[config.mk]
export PLATFORM = sky130hd
export DESIGN_NAME = ccb_exec
export DESIGN_NICKNAME = d
export VERILOG_FILES = /design/src/core/ccb_pkg.sv /design/src/core/ccb_bcd_adjust.sv /design/src/core/ccb_exec.sv
export SDC_FILE = /design/constraint.sdc
export NUM_CORES = 1
export LEC_CHECK = 0
export BUFFER_PORTS_ARGS = -buffer_cell sky130_fd_sc_hd__buf_2
export CAP_MARGIN = 20
export CORE_MARGIN = 10
export CORE_UTILIZATION = 43
export DETAILED_ROUTE_END_ITERATION = 6
export GPL_ROUTABILITY_DRIVEN = 0
export PLACE_DENSITY = 0.72
export SETUP_SLACK_MARGIN = 0.5
export SLEW_MARGIN = 30
export SYNTH_ARGS = -nofsm -noshare
export SYNTH_HDL_FRONTEND = slang
export SYNTH_SLANG_ARGS = --single-unit
[constraint.sdc]
create_clock -name clk -period 2.82 [get_ports clk]
set_clock_uncertainty 0.05 [all_clocks]
set_input_delay 0.141 -clock clk [delete_from_list [all_inputs] [get_ports clk]]
set_output_delay 0.141 -clock clk [all_outputs]
set_load 0.01 [all_outputs]
[src/core/ccb_pkg.sv]
package ccb_pkg;

    // data path
    localparam int DATA_W = 8;
    localparam int FILE_ADDR_W = 6;
    localparam int BUS_AW = 8;
    localparam int BUS_DW = 32;

    // instruction select from the decoder, one-hot
    typedef enum logic [4:0] {
        OP_NONE = 5'h00,
        OP_CLEAR_ACCUM = 5'h01,
        OP_CLEAR_REG = 5'h02,
        OP_WATCHDOG_CLEAR = 5'h04,
        OP_COMPLEMENT_REG = 5'h08,
        OP_DECIMAL_ADJUST = 5'h10
    } ccb_op_e;

    // destination select of the complement instruction
    localparam logic DEST_ACCUM = 1'b0;
    localparam logic DEST_FILE = 1'b1;

    // register map, byte addresses
    localparam logic [BUS_AW-1:0] REG_CTRL = 8'h00;
    localparam logic [BUS_AW-1:0] REG_STAT = 8'h04;
    localparam logic [BUS_AW-1:0] REG_ACCUM = 8'h08;
    localparam logic [BUS_AW-1:0] REG_WDOG = 8'h0C;
    localparam logic [BUS_AW-1:0] REG_PRESC = 8'h10;

    // control fields
    localparam int CTRL_PSA_BIT = 0;
    localparam int CTRL_WDEN_BIT = 1;
    localparam logic CTRL_PSA_RST = 1'b1;
    localparam logic CTRL_WDEN_RST = 1'b1;

    // status fields
    localparam int STAT_ZERO_BIT = 0;
    localparam int STAT_CARRY_BIT = 1;
    localparam int STAT_PWRDN_BIT = 3;
    localparam int STAT_TO_BIT = 4;
    localparam logic TO_RST = 1'b1;
    localparam logic PWRDN_RST = 1'b1;

    // data constants
    localparam logic [DATA_W-1:0] BYTE_ZERO = 8'h00;
    localparam logic [DATA_W-1:0] BYTE_ONES = 8'hFF;
    localparam logic [DATA_W-1:0] BCD_LOW_FIX = 8'h06;
    localparam logic [DATA_W-1:0] BCD_HIGH_FIX = 8'h60;
    localparam logic [3:0] BCD_DIGIT_MAX = 4'h9;
    localparam logic [DATA_W-1:0] BCD_BYTE_MAX = 8'h99;

    // watchdog base tick
    localparam int CLK_PERIOD_NS = 20;
    localparam int WDOG_TICK_NS = 1000;
    localparam int WDOG_TICK_CYC = (WDOG_TICK_NS + CLK_PERIOD_NS - 1) / CLK_PERIOD_NS;

endpackage

[src/core/ccb_bcd_adjust.sv]
`timescale 1ns/1ps
module ccb_bcd_adjust import ccb_pkg::*; (
    // value to correct
    input wire logic [DATA_W-1:0] value,
    input wire logic carryIn,
    input wire logic halfCarryIn,
    // corrected value
    output logic [DATA_W-1:0] result,
    output logic carryOut
);

    logic lowFix;
    logic highFix;

    always_comb begin
        lowFix = halfCarryIn || (value[3:0] > BCD_DIGIT_MAX);
        // high test on the raw value covers the ripple out of the low digit
        highFix = carryIn || (value > BCD_BYTE_MAX);
        result = value + (lowFix ? BCD_LOW_FIX : BYTE_ZERO) + (highFix ? BCD_HIGH_FIX : BYTE_ZERO);
        carryOut = highFix;
    end

endmodule

[src/core/ccb_exec.sv]
// What this block does
// - clear-accumulator loads zero into the accumulator and sets the zero flag.
// - clear-register writes zero to the addressed file register and sets zero flag.
// - watchdog-clear resets the watchdog counter to zero.
// - watchdog-clear zeroes the prescaler only when it serves the watchdog.
// - watchdog-clear sets the timeout and powerdown flags, nothing else.
// - complement inverts the addressed file register and sets zero from the result.
// - complement destination 0 goes to accumulator, 1 back to the file register.
// - decimal-adjust corrects the accumulator to packed decimal and updates carry.
//
// Our own choices: strobed register access and the register addresses.
`timescale 1ns/1ps
module ccb_exec import ccb_pkg::*; #(
    parameter int TICK_CYC = WDOG_TICK_CYC,
    parameter int TICK_W = 8,
    parameter int PRESC_W = 8,
    parameter int WDOG_W = 8
) (
    // clock and reset
    input wire logic clk,
    input wire logic resetn,
    // instruction from the decoder
    input wire logic opValid,
    input wire ccb_op_e opCode,
    input wire logic [FILE_ADDR_W-1:0] fileAddr,
    input wire logic destSel,
    input wire logic [DATA_W-1:0] fileRdata,
    input wire logic halfCarry,
    // register bus
    input wire logic [BUS_AW-1:0] regAddr,
    input wire logic [BUS_DW-1:0] regWdata,
    input wire logic regWr,
    input wire logic regRd,
    output logic [BUS_DW-1:0] regRdata,
    // file register write port
    output logic fileWrEn,
    output logic [FILE_ADDR_W-1:0] fileWaddr,
    output logic [DATA_W-1:0] fileWdata,
    // core state
    output logic [DATA_W-1:0] accumulator,
    output logic zeroFlag,
    output logic carryFlag,
    output logic timeoutFlag,
    output logic powerdownFlag,
    output logic [WDOG_W-1:0] watchdogCount,
    output logic [PRESC_W-1:0] prescalerCount,
    output logic opDone
);

    if (TICK_CYC < 1 || TICK_CYC >= (1 << TICK_W)) begin : g_bad_tick
        $error("tick divide does not fit its counter");
    end
    if (PRESC_W < 1 || WDOG_W < 1 || PRESC_W > BUS_DW || WDOG_W > BUS_DW) begin : g_bad_width
        $error("counter width out of range");
    end

    localparam logic [TICK_W-1:0] TICK_LAST = TICK_W'(TICK_CYC - 1);

    logic [DATA_W-1:0] accum_q, accum_d;
    logic zero_q, zero_d;
    logic carry_q, carry_d;
    logic fileWr_q, fileWr_d;
    logic [FILE_ADDR_W-1:0] fileWaddr_q, fileWaddr_d;
    logic [DATA_W-1:0] fileWdata_q, fileWdata_d;
    logic opDone_q, opDone_d;
    logic psa_q, psa_d;
    logic wden_q, wden_d;
    logic [BUS_DW-1:0] rdata_q, rdata_d;
    logic [TICK_W-1:0] tickCnt_q, tickCnt_d;
    logic [PRESC_W-1:0] presc_q, presc_d;
    logic [WDOG_W-1:0] wdog_q, wdog_d;
    logic to_q, to_d;
    logic pwrdn_q, pwrdn_d;

    logic [DATA_W-1:0] bcdResult;
    logic bcdCarry;
    logic [DATA_W-1:0] compResult;
    logic doWdClear;
    logic tick;
    logic wdStep;

    ccb_bcd_adjust i_ccb_bcd_adjust (
        .value(accum_q),
        .carryIn(carry_q),
        .halfCarryIn(halfCarry),
        .result(bcdResult),
        .carryOut(bcdCarry)
    );

    assign compResult = ~fileRdata;
    assign doWdClear = opValid && (opCode == OP_WATCHDOG_CLEAR);

    // instruction execution and register bus
    always_comb begin
        accum_d = accum_q;
        zero_d = zero_q;
        carry_d = carry_q;
        psa_d = psa_q;
        wden_d = wden_q;
        fileWr_d = 1'b0;
        fileWaddr_d = fileWaddr_q;
        fileWdata_d = fileWdata_q;
        opDone_d = opValid;
        rdata_d = '0;
        // software writes first, so an instruction in the same cycle wins
        if (regWr) begin
            if (regAddr == REG_CTRL) begin
                psa_d = regWdata[CTRL_PSA_BIT];
                wden_d = regWdata[CTRL_WDEN_BIT];
            end else if (regAddr == REG_STAT) begin
                zero_d = regWdata[STAT_ZERO_BIT];
                carry_d = regWdata[STAT_CARRY_BIT];
            end else if (regAddr == REG_ACCUM) begin
                accum_d = regWdata[DATA_W-1:0];
            end
        end
        if (regRd) begin
            if (regAddr == REG_CTRL) begin
                rdata_d[CTRL_PSA_BIT] = psa_q;
                rdata_d[CTRL_WDEN_BIT] = wden_q;
            end else if (regAddr == REG_STAT) begin
                rdata_d[STAT_ZERO_BIT] = zero_q;
                rdata_d[STAT_CARRY_BIT] = carry_q;
                rdata_d[STAT_PWRDN_BIT] = pwrdn_q;
                rdata_d[STAT_TO_BIT] = to_q;
            end else if (regAddr == REG_ACCUM) begin
                rdata_d[DATA_W-1:0] = accum_q;
            end else if (regAddr == REG_WDOG) begin
                rdata_d[WDOG_W-1:0] = wdog_q;
            end else if (regAddr == REG_PRESC) begin
                rdata_d[PRESC_W-1:0] = presc_q;
            end
        end
        if (opValid) begin
            case (opCode)
                OP_CLEAR_ACCUM: begin
                    accum_d = BYTE_ZERO;
                    zero_d = 1'b1;
                end
                OP_CLEAR_REG: begin
                    fileWr_d = 1'b1;
                    fileWaddr_d = fileAddr;
                    fileWdata_d = BYTE_ZERO;
                    zero_d = 1'b1;
                end
                OP_COMPLEMENT_REG: begin
                    zero_d = (compResult == BYTE_ZERO);
                    if (destSel == DEST_FILE) begin
                        fileWr_d = 1'b1;
                        fileWaddr_d = fileAddr;
                        fileWdata_d = compResult;
                    end else begin
                        accum_d = compResult;
                    end
                end
                OP_DECIMAL_ADJUST: begin
                    accum_d = bcdResult;
                    carry_d = bcdCarry;
                end
                default: begin
                end
            endcase
        end
    end

    always_ff @(posedge clk or negedge resetn) begin
        if (!resetn) begin
            accum_q <= BYTE_ZERO;
            zero_q <= 1'b0;
            carry_q <= 1'b0;
            psa_q <= CTRL_PSA_RST;
            wden_q <= CTRL_WDEN_RST;
            fileWr_q <= 1'b0;
            fileWaddr_q <= '0;
            fileWdata_q <= BYTE_ZERO;
            opDone_q <= 1'b0;
            rdata_q <= '0;
        end else begin
            accum_q <= accum_d;
            zero_q <= zero_d;
            carry_q <= carry_d;
            psa_q <= psa_d;
            wden_q <= wden_d;
            fileWr_q <= fileWr_d;
            fileWaddr_q <= fileWaddr_d;
            fileWdata_q <= fileWdata_d;
            opDone_q <= opDone_d;
            rdata_q <= rdata_d;
        end
    end

    // watchdog, its prescaler and the flags it owns
    always_comb begin
        tick = (tickCnt_q == TICK_LAST);
        tickCnt_d = tick ? '0 : tickCnt_q + 1'b1;
        // with the prescaler on the timer side it is not ours to move
        wdStep = wden_q && tick && (!psa_q || (presc_q == '1));
        presc_d = presc_q;
        wdog_d = wdog_q;
        to_d = to_q;
        pwrdn_d = pwrdn_q;
        if (wden_q && tick && psa_q) begin
            presc_d = presc_q + 1'b1;
        end
        if (wdStep) begin
            wdog_d = wdog_q + 1'b1;
            if (wdog_q == '1) begin
                to_d = 1'b0;
            end
        end
        if (doWdClear) begin
            wdog_d = '0;
            if (psa_q) begin
                presc_d = '0;
            end
            to_d = 1'b1;
            pwrdn_d = 1'b1;
        end
    end

    always_ff @(posedge clk or negedge resetn) begin
        if (!resetn) begin
            tickCnt_q <= '0;
            presc_q <= '0;
            wdog_q <= '0;
            to_q <= TO_RST;
            pwrdn_q <= PWRDN_RST;
        end else begin
            tickCnt_q <= tickCnt_d;
            presc_q <= presc_d;
            wdog_q <= wdog_d;
            to_q <= to_d;
            pwrdn_q <= pwrdn_d;
        end
    end

    assign regRdata = rdata_q;
    assign fileWrEn = fileWr_q;
    assign fileWaddr = fileWaddr_q;
    assign fileWdata = fileWdata_q;
    assign accumulator = accum_q;
    assign zeroFlag = zero_q;
    assign carryFlag = carry_q;
    assign timeoutFlag = to_q;
    assign powerdownFlag = pwrdn_q;
    assign watchdogCount = wdog_q;
    assign prescalerCount = presc_q;
    assign opDone = opDone_q;
endmodule

==> impl_metrics.csv, run 1 <==
group,metric,value,unit
drt,vias,3112,
synth,ys_types,56,
sta,fin_crit_sh,77.1,%
worst_setup_path,critical_path_arrival,2.36,ns
drt,ant_nets,0,
run,drv_cap,0,
sta,worst_pin_slew,0.872,ns
sta,setup_slack,0.644,ns
cts,clkTransAtPathRegs,0.08,ns
floorplanning,row_count,32,
cells_and_area,area.growth.synth_to_final,24.6,%
worst_setup_path,worstPathCellList,"inv_1 > ha_1 > or3b_4 > or3_1 > nor3_1 > o21ai_0 > a22o_1",
power_and_ir_drop,leakagePower,2.18,nW
power_and_ir_drop,total_power,2.49,mW
drt,viasPerCell,5.43,
synth,ys_top_cells_by_area,"dfrtp_1 (41%), buf_4 (5.3%), mux2i_1 (4.0%), o21ai_0 (3.8%), xor2_1 (3.0%)",
synth,synth_xor_area_share,4.72,%
synth,synth_cells,364,
floorplanning,fp.dieH,111,um
sta,fin_crit,2.18,ns
sta,drv_slew,0,
cells_and_area,drive_gt1_share,27.6,%
synth,synth-edff-count,0,
sta,hold_slack,0.0354,ns
placement,io_buffers,92,
floorplanning,core,0.00785,mm2
worst_setup_path,worstSetupStartpointType,"register",
cts,root_buffer,"clkbuf_8",
worst_setup_path,critical_path_class,"reg2reg",
cells_and_area,n_fill_cell,727,
synth,synth_top_area_share,41.1,%
synth,synth_top_cell_by_area,"dfrtp_1",
cts,cts_num_sinks,61,
synth,yosys_warnings,0,
global_routing,grt-ovfl-total,0,
drt,drt_iter0_markers,126,
power_and_ir_drop,irDropWorstVdd,0.403,mV
sta,grt_setup_unrepaired,"false",
power_and_ir_drop,switching_power,0.660,mW
synth,synth_fa_ha_area_share,3.41,%
global_routing,antenna_found_initial,0,
power_and_ir_drop,power_density,566,mW/mm2
synth,async_reset_ff_share,100,%
power_and_ir_drop,power_frac_comb,16.5,%
worst_setup_path,cp.required,3.01,ns
global_routing,first_global_vias,3058,
worst_setup_path,cpPeakStageDelay,0.42,ns
cells_and_area,seq_area,0.00153,mm2
placement,post-place-ws,0.601,ns
placement,place_hpwl,7340,um
synth,synth_compound_gate_area_share,16.4,%
drt,wl_per_cell,16.7,um
power_and_ir_drop,sw_frac_of_total,26.5,%
sta,finalSetupTns,0,ns
synth,yosys.area_share.simple,16.8,%
drt,post-route-drc-count,0,
cells_and_area,n_antenna_cell,0,
worst_setup_path,cp_slowest_cell,"dfrtp_1",
floorplanning,initial_core_util,44.9,%
cts,cts-htree-levels,3,
worst_setup_path,worst_setup_path_end_kind,"register",
synth,synth_area_per_cell,9.69,um2
power_and_ir_drop,seq_power_share,41.2,%
cells_and_area,multi_input_area,0.00179,mm2
drt,finalWirelength,9550,um
cts,tritoncts,"built",
sta,fmax,0.460,GHz
synth,syn_area,0.00353,mm2
floorplanning,dieArea,0.0122,mm2
cts,clockBufferDepth,2,
power_and_ir_drop,internal-power,1.83,mW
global_routing,grt_pass1_wl,15600,um
synth,muxShareOfSynthArea,6.85,%
sta,finalSetupViolations,0,
sta,relSlewSlack,41.7,%
drt,dr.pass1.iters,4,
synth,synth_flop_cell,"dfrtp_1",
sta,hold_violations,0,
synth,ys_ff_latch,61,
cts,cts-buffers-inserted,9,
synth,synth_top_family_by_area,"simple AND/OR/NAND/NOR gates",
global_routing,grt_max_degree,41,
worst_setup_path,path_max_fanout,5,
synth,ys_seq_area_share,43.4,%
hold_path,hold_path.class,"in2reg",
power_and_ir_drop,p_clk_share,42.3,%
cells_and_area,final_net_count,541,
cts,clk_latency,0.34,ns
global_routing,grtUsageTotal,15.1,%
outcome,outcome,"finished clean",
floorplanning,ioPinCount,142,
floorplanning,die_w,111,um
[metal layers]
metal,vias to the layer above,track usage [%],wire length (um)
li1,1465,-,-
met1,1503,18.9,4130
met2,127,23.8,4650
met3,17,4.81,618
met4,0,5.35,156
met5,-,0,0
[cell type report]
type | instances | area share (%)
flip-flops and latches | 61 | 34.9
well taps | 102 | 2.90
clock inverters | 6 | 3.05
inverters | 10 | 0.854
multi-input cells | 274 | 40.7
repair buffers | 110 | 14.5
clock buffers | 10 | 3.13
[worst paths after layout]
path	cells after the start	slack, ns	end	start
setup / recovery	7	0.64	register	tickCnt_q[1]
hold / removal	2	0.04	wden_q	regWdata[1]
setup reg to reg	7	0.64	register	tickCnt_q[1]
hold reg to reg	2	0.43	fileWdata[4]	fileWdata[4]
max in group asynchronous	3	1.57	accumulator[2]	resetn
min in group asynchronous	2	0.23	regRdata[3]	resetn
[registers in the layout, summed over array words and instances, names as in the netlist, named ones only]
signal	cells
accumulator	8
carryFlag	1
fileWaddr	6
fileWdata	8
fileWrEn	1
opDone	1
prescalerCount	2
psa_q	1
regRdata	8
tickCnt_q	8
timeoutFlag	1
watchdogCount	8
wden_q	1
zeroFlag	1
[metrics by stage]
step	area (um2)	util (%)	instances
after global routing	4400	56.0	573
after detailed placement	3960	50.5	541
after CTS	4390	56.0	573
after floorplan	3610	-	387
final	4400	56.0	573
after global placement	3960	50.5	541
[cell usage after synthesis, types with 2 or more instances]
cell type  instances
a211oi_1           7
a21boi_0           3
a21o_1             3
a21oi_1           11
a22o_1             3
a2bb2oi_1          6
a31oi_1            2
and3_1             7
and3b_1            2
buf_2              2
buf_4             25
clkbuf_1          13
conb_1             2
dfrtp_1           58
dfstp_2            3
ha_1               8
inv_1             10
mux2_2             9
mux2i_1           14
nand2_1           21
nand2b_1           3
nand3_1           18
nand3b_1           2
nand4_1            6
nand4b_1           3
nor2_1            27
nor3_1             5
o211ai_1           3
o21ai_0           27
o22ai_1            8
o31ai_1           10
or4_1              2
xnor2_1            7
xor2_1            12
[power by group through the flow]
stage	logic [mW]	clock network [mW]	registers, mW
2_1_floorplan	0.226	0	1.05
3_3_place_gp	0.388	0	1.04
3_5_place_dp	0.395	0	1.04
4_1_cts	0.414	1.07	1.02
5_1_grt	0.460	1.11	1.03
6_report	0.410	1.05	1.02
[cell usage in the layout, fill, tap and decap left out, types with 11 or more instances in the layout]
cell type / count
dlygate4sd3_1: 16
mux2i_1: 14
conb_1: 25
nand3_1: 18
o21ai_0: 26
xor2_1: 12
nor2_1: 27
dfrtp_1: 56
buf_2: 92
a21oi_1: 11
nand2_1: 21
[worst max-delay path: cells and delay by family (launching register included)]
kind                     cells  cell delay (ns)
adder cells (fa/ha/maj)      1             0.12
AND/OR/NAND/NOR              3             1.10
buffers and inverters        1             0.07
flip-flops                   1             0.42
AO/OA/AOI/OAI                2             0.31
[what timing repair did]
item	in CTS	in global routing
endpoints found under the hold margin	36	0
endpoints found under the setup margin	0	4
hold buffers	16	0
buffers inserted	0	0
resized for setup	0	3
[kinds of logic (layout without fill, tap and decap cells)]
group	after synthesis	in the layout
xor+xnor	19	19
compound gates	89	89
other cells	2	25
mux	23	23
buf+inv	52	136
flops	61	61
simple gates	109	109
fa+ha+maj	9	9
Note: power is estimated with default switching activity, not from simulation.
==> run 2, diff against run 1 <==
ABC_AREA = 1   (was not set)
clock period = 2.2 ns   (was 2.82 ns; I/O delays follow)
==> impl_metrics.csv, run 2 <==
group,metric,value,unit
outcome,outcome,"finished clean",
sta,grt_setup_unrepaired,"true",
placement,io_buffers,92,
sta,finalSetupTns,0,ns
worst_setup_path,critPathBufInv,3,
global_routing,grt_pass1_wl,17700,um
worst_setup_path,cp.required,2.39,ns
power_and_ir_drop,leakagePower,2.52,nW
drt,viasPerCell,4.95,
cells_and_area,area.growth.synth_to_final,29.5,%
floorplanning,die_w,113,um
cells_and_area,fin_area,0.00482,mm2
synth,yosys_warnings,0,
synth,ys_seq_area_share,41.1,%
worst_setup_path,critPathMostFrequentCell,"nand2_1",
synth,synth_flop_cell,"dfrtp_1",
cells_and_area,drive_gt1_share,29.1,%
cts,clk_latency,0.35,ns
synth,ys_types,38,
sta,fmax,0.502,GHz
worst_setup_path,critical_path_class,"reg2reg",
drt,post-route-drc-count,0,
sta,fin_crit,1.99,ns
worst_setup_path,r2r_start,"accumulator[1]",
hold_path,hold_path.class,"in2reg",
floorplanning,ioPinCount,142,
synth,syn_area,0.00372,mm2
synth,ys_top_cells_by_area,"dfrtp_1 (39%), nand2_1 (11%), inv_1 (6.1%), nand3_1 (6.1%), buf_4 (5.2%)",
hold_path,min_delay_worst_endpoint,"zeroFlag",
cells_and_area,final_net_count,691,
placement,place_hpwl,8290,um
cts,cts-htree-levels,3,
placement,post-place-ws,0.159,ns
drt,wl_per_cell,14.9,um
run,drv_cap,0,
synth,synth-edff-count,0,
cts,cts_num_sinks,61,
floorplanning,row_count,33,
hold_path,min-delay-start,"opValid",
synth,async_reset_ff_share,100,%
worst_setup_path,startpoint,"accumulator[1]",
cells_and_area,layout_commonest_cell,"nand2_1",
worst_setup_path,reg2reg_depth,14,
floorplanning,initial_core_util,44.6,%
power_and_ir_drop,power_density,632,mW/mm2
sta,setup_slack,0.206,ns
floorplanning,dieArea,0.0128,mm2
synth,yosys-top-cells-count,"nand2_1 (111), inv_1 (60), dfrtp_1 (58), nand3_1 (45), nor2_1 (36)",
floorplanning,fp.dieH,113,um
drt,finalWirelength,10800,um
sta,worst_pin_slew,0.570,ns
drt,ant_nets,0,
cts,tritoncts,"built",
worst_setup_path,worst_setup_path_end_kind,"register",
synth,synth_area_per_cell,7.63,um2
power_and_ir_drop,irDropWorstVdd,0.356,mV
worst_setup_path,reg2reg_setup_slack,0.21,ns
worst_setup_path,worstSetupStartpointType,"register",
global_routing,antenna_found_initial,0,
cts,cts-buffers-inserted,9,
sta,relSlewSlack,61.7,%
drt,dr.pass1.iters,5,
cells_and_area,final_cell_mix,"nand2_1 (107), buf_2 (92), inv_1 (58), dfrtp_1 (55), nand3_1 (43)",
worst_setup_path,cpPeakStageDelay,0.43,ns
global_routing,grt_max_degree,25,
sta,fin_crit_sh,90.6,%
worst_setup_path,path_max_fanout,3,
worst_setup_path,critical_path_arrival,2.19,ns
floorplanning,core,0.00834,mm2
sta,hold_violations,0,
global_routing,first_global_vias,3632,
drt,vias,3597,
global_routing,grt-ovfl-total,0,
placement,placed_cell_area,0.00428,mm2
worst_setup_path,cp_slowest_cell,"dfrtp_2",
synth,synth_cells,488,
cells_and_area,n_antenna_cell,0,
sta,drv_slew,0,
hold_path,hold-path-cell-count,3,
cts,clockBufferDepth,2,
drt,drt_iter0_markers,204,
synth,ys_ff_latch,61,
synth,synth_top_cell_by_area,"dfrtp_1",
worst_setup_path,cp_top_family,"simple AND/OR/NAND/NOR gates",
worst_setup_path,r2r-end,"accumulator[6]",
cts,clkTransAtPathRegs,0.07,ns
synth,synth.most_common_cell,"nand2_1",
synth,synth_top_area_share,39.0,%
worst_setup_path,worstPathCellList,"o21ai_4 > o21ai_2 > a21oi_2 > inv_2 > ha_4 > nand2_2 > inv_2 > nand4_1 > nand2_1 > nand2_1 > nand3_1 > nand3_1 > nand2_1 > inv_1",
global_routing,grtUsageTotal,16.7,%
cts,root_buffer,"clkbuf_8",
sta,finalSetupViolations,0,
run 2: worst reg2reg max path, cell delays in order, from the launching register on:
cell     delay, ns
dfrtp_2       0.43
o21ai_4       0.19
o21ai_2       0.09
a21oi_2       0.19
inv_2         0.09
ha_4          0.28
nand2_2       0.05
inv_2         0.04
nand4_1       0.09
nand2_1       0.09
nand2_1       0.05
nand3_1       0.07
nand3_1       0.07
nand2_1       0.07
inv_1         0.03
run 2: cell families (layout without fill, tap and decap cells):
group	Yosys count	in the layout	share of synthesized area [%]
and+or+nand+nor	231	232	27.7
other	2	25	0.202
DFF	61	61	41.1
adders and majority gates	9	9	3.23
buffers and inverters	96	205	12.8
xor gates and xnor gates	17	17	4.00
AOI/OAI and AO/OA	72	72	11.0
run 2: area by class of cell:
| type | count | area (um2) |
|---|---|---|
| clock inverter | 4 | 72.6 |
| inverter | 64 | 240 |
| timing repair buffer | 125 | 758 |
| tap | 105 | 131 |
| clock buffer | 12 | 145 |
| sequential | 61 | 1530 |
| multi-input combinational | 355 | 1940 |
| fill | 779 | 3520 |
run 2: report_power, final:
group	internal [mW]	switching [mW]
Combinational	0.287	0.362
Sequential	1.20	0.0810
Clock	0.668	0.448
Total	2.16	0.891
run 2: worst max-delay path by stage:
stage                                 to  slack (ns)  cells past startpoint
after floorplan           accumulator[3]        0.30                     10
after global placement    accumulator[6]        0.19                     14
after detailed placement  accumulator[6]        0.16                     14
after CTS                 accumulator[6]        0.28                     14
after global routing      accumulator[6]        0.12                     14
final                     accumulator[6]        0.21                     14
run 2: metal layers:
metal  wire (um)  GRT usage, %
met3         922          5.28
met4         178          6.09
met5           0             0
met2        5280          27.9
met1        4430          19.7
run 2: repair_timing:
item	CTS	global route
hold buffers	15	0
setup buffers	6	3
hold endpoints to repair	33	0
endpoints found under the setup margin	15	23
cloned	0	1
resized for setup	8	15
pin swaps	6	16
run 2: through the flow:
step                      hold slack, ns  power, mW  utilization [%]  std cells
after floorplan                   -0.236       1.63                -        511
after global placement            0.0301       1.82             51.4        685
after detailed placement          0.0428       1.83             51.4        685
after CTS                        0.00291       3.01             56.8        722
after global routing             0.00603       3.22             57.8        726
final                             0.0153       3.05             57.8        726
==> run 3, diff against run 2 <==
CORE_MARGIN = not set   (was 10)
==> impl_metrics.csv, run 3 (synthesized netlist as in run 2, its figures left out) <==
group,metric,value,unit
global_routing,grt_pass1_wl,15200,um
sta,finalSetupTns,0,ns
run,drv_cap,0,
floorplanning,row_count,33,
drt,ant_nets,0,
drt,dr.pass1.iters,4,
drt,post-route-drc-count,0,
power_and_ir_drop,switching_power,0.912,mW
worst_setup_path,critical_path_class,"reg2reg",
cells_and_area,area.growth.synth_to_final,29.1,%
drt,vias,3646,
outcome,outcome,"finished clean",
sta,hold_violations,0,
cells_and_area,fin_area,0.00480,mm2
sta,finalSetupViolations,0,
power_and_ir_drop,seq_power_share,42.5,%
cells_and_area,seq_area,0.00154,mm2
floorplanning,dieArea,0.00903,mm2
power_and_ir_drop,p_clk_share,37.4,%
cells_and_area,final_cell_mix,"nand2_1 (105), buf_2 (92), inv_1 (59), dfrtp_1 (54), nand3_1 (40)",
sta,worst_pin_slew,0.554,ns
drt,drt_iter0_markers,160,
power_and_ir_drop,power_frac_comb,20.1,%
sta,fin_crit,1.94,ns
global_routing,first_global_vias,3262,
floorplanning,initial_core_util,44.9,%
power_and_ir_drop,total_power,3.02,mW
power_and_ir_drop,power_density,629,mW/mm2
placement,dpl.cell_count,681,
cts,cts-buffers-inserted,9,
cells_and_area,n_fill_cell,751,
drt,viasPerCell,5.06,
global_routing,grtUsageTotal,22.2,%
cts,root_buffer,"clkbuf_8",
power_and_ir_drop,leakagePower,2.50,nW
drt,finalWirelength,9620,um
placement,post-place-ws,0.168,ns
floorplanning,die_w,95.0,um
global_routing,grt-ovfl-total,0,
hold_path,hold_path.class,"in2reg",
placement,placed_cell_area,0.00427,mm2
sta,drv_slew,0,
placement,io_buffers,92,
worst_setup_path,cp_slowest_cell,"dfrtp_2",
global_routing,grt_max_degree,40,
cells_and_area,fin_cells,721,
worst_setup_path,worst_setup_path_end_kind,"register",
sta,setup_slack,0.262,ns
worst_setup_path,worstPathCellList,"o21ai_4 > nand2_2 > ha_4 > fa_2 > or2_4 > nand3_1 > o21ai_1 > nand2_1 > o21ai_1",
cells_and_area,final_net_count,686,
power_and_ir_drop,irDropWorstVdd,0.363,mV
power_and_ir_drop,internal-power,2.11,mW
cts,clockBufferDepth,2,
cells_and_area,n_antenna_cell,0,
worst_setup_path,cpPeakStageDelay,0.43,ns
worst_setup_path,worstSetupStartpointType,"register",
cts,clkTransAtPathRegs,0.08,ns
cells_and_area,drive_gt1_share,29.9,%
cells_and_area,layout_commonest_cell,"nand2_1",
drt,wl_per_cell,13.3,um
power_and_ir_drop,sw_frac_of_total,30.2,%
worst_setup_path,cp.required,2.38,ns
cts,cts_num_sinks,61,
floorplanning,fp.dieH,95.0,um
cells_and_area,multi_input_area,0.00195,mm2
sta,fmax,0.516,GHz
cts,tritoncts,"built",
worst_setup_path,path_max_fanout,4,
worst_setup_path,critPathMostFrequentCell,"o21ai_1",
global_routing,antenna_found_initial,0,
sta,fin_crit_sh,88.1,%
sta,relSlewSlack,62.8,%
cts,clk_latency,0.35,ns
cts,cts-htree-levels,3,
floorplanning,ioPinCount,142,
floorplanning,core,0.00830,mm2
placement,place_hpwl,7040,um
sta,grt_setup_unrepaired,"true",
worst_setup_path,critical_path_arrival,2.11,ns
## run 3: path summary, 6_finish.rpt
| check | start | endpoint | slack (ns) | depth (start not counted) |
|---|---|---|---|---|
| setup / recovery | accumulator[2] | accumulator[3] | 0.26 | 9 |
| hold / removal | fileRdata[7] | fileWdata[7] | 0.01 | 4 |
| setup reg to reg | accumulator[2] | accumulator[3] | 0.26 | 9 |
| hold reg to reg | fileWaddr[5] | fileWaddr[5] | 0.42 | 2 |
| max in group asynchronous | resetn | timeoutFlag | 1.19 | 3 |
| min in group asynchronous | resetn | opDone | 0.25 | 2 |
## run 3: layout make-up
cell class	count	area share (%)
clock buffer	9	2.58
sequential	61	32.0
tap	105	2.73
inverter	64	5.00
timing repair buffer	120	15.0
clock inverter	7	2.06
multi-input combinational	355	40.7
## run 3: what timing repair did
action,in CTS,in global routing
hold buffers,15,0
gates resized for setup,9,23
endpoints found under the hold margin,38,0
pin swaps,10,11
setup buffers,6,2
cloned,1,0
endpoints found under the setup margin,15,22
## run 3: per-stage QoR
stage               hold WS [ns]  utilization (%)
floorplan                 -0.236                -
global route              0.0228             57.9
detailed placement        0.0731             51.4
CTS                    0.0000556             56.9
finish                    0.0120             57.9
global placement          0.0721             51.4
## run 3: worst max-delay path, delay by kind of cell (launching register included)
| kind | cells | cell delay, ns |
|---|---|---|
| AOI/OAI and AO/OA | 3 | 0.31 |
| and+or+nand+nor | 4 | 0.46 |
| DFF | 1 | 0.43 |
| adders and majority gates | 2 | 0.57 |
## run 3: power groups by stage
stage | combinational [mW] | sequential [mW] | clock, mW
final | 0.607 | 1.28 | 1.13
after global routing | 0.684 | 1.29 | 1.20
after CTS | 0.591 | 1.28 | 1.15
after detailed placement | 0.517 | 1.30 | 0
after global placement | 0.505 | 1.30 | 0
after floorplan | 0.311 | 1.32 | 0
## run 3: metal layers
layer,global-route usage (%),up-vias,share of wire [%]
met2,37.0,151,49
met4,8.71,0,1.6
met5,0,-,0
li1,-,1773,-
met3,4.31,16,6.9
met1,28.3,1706,43
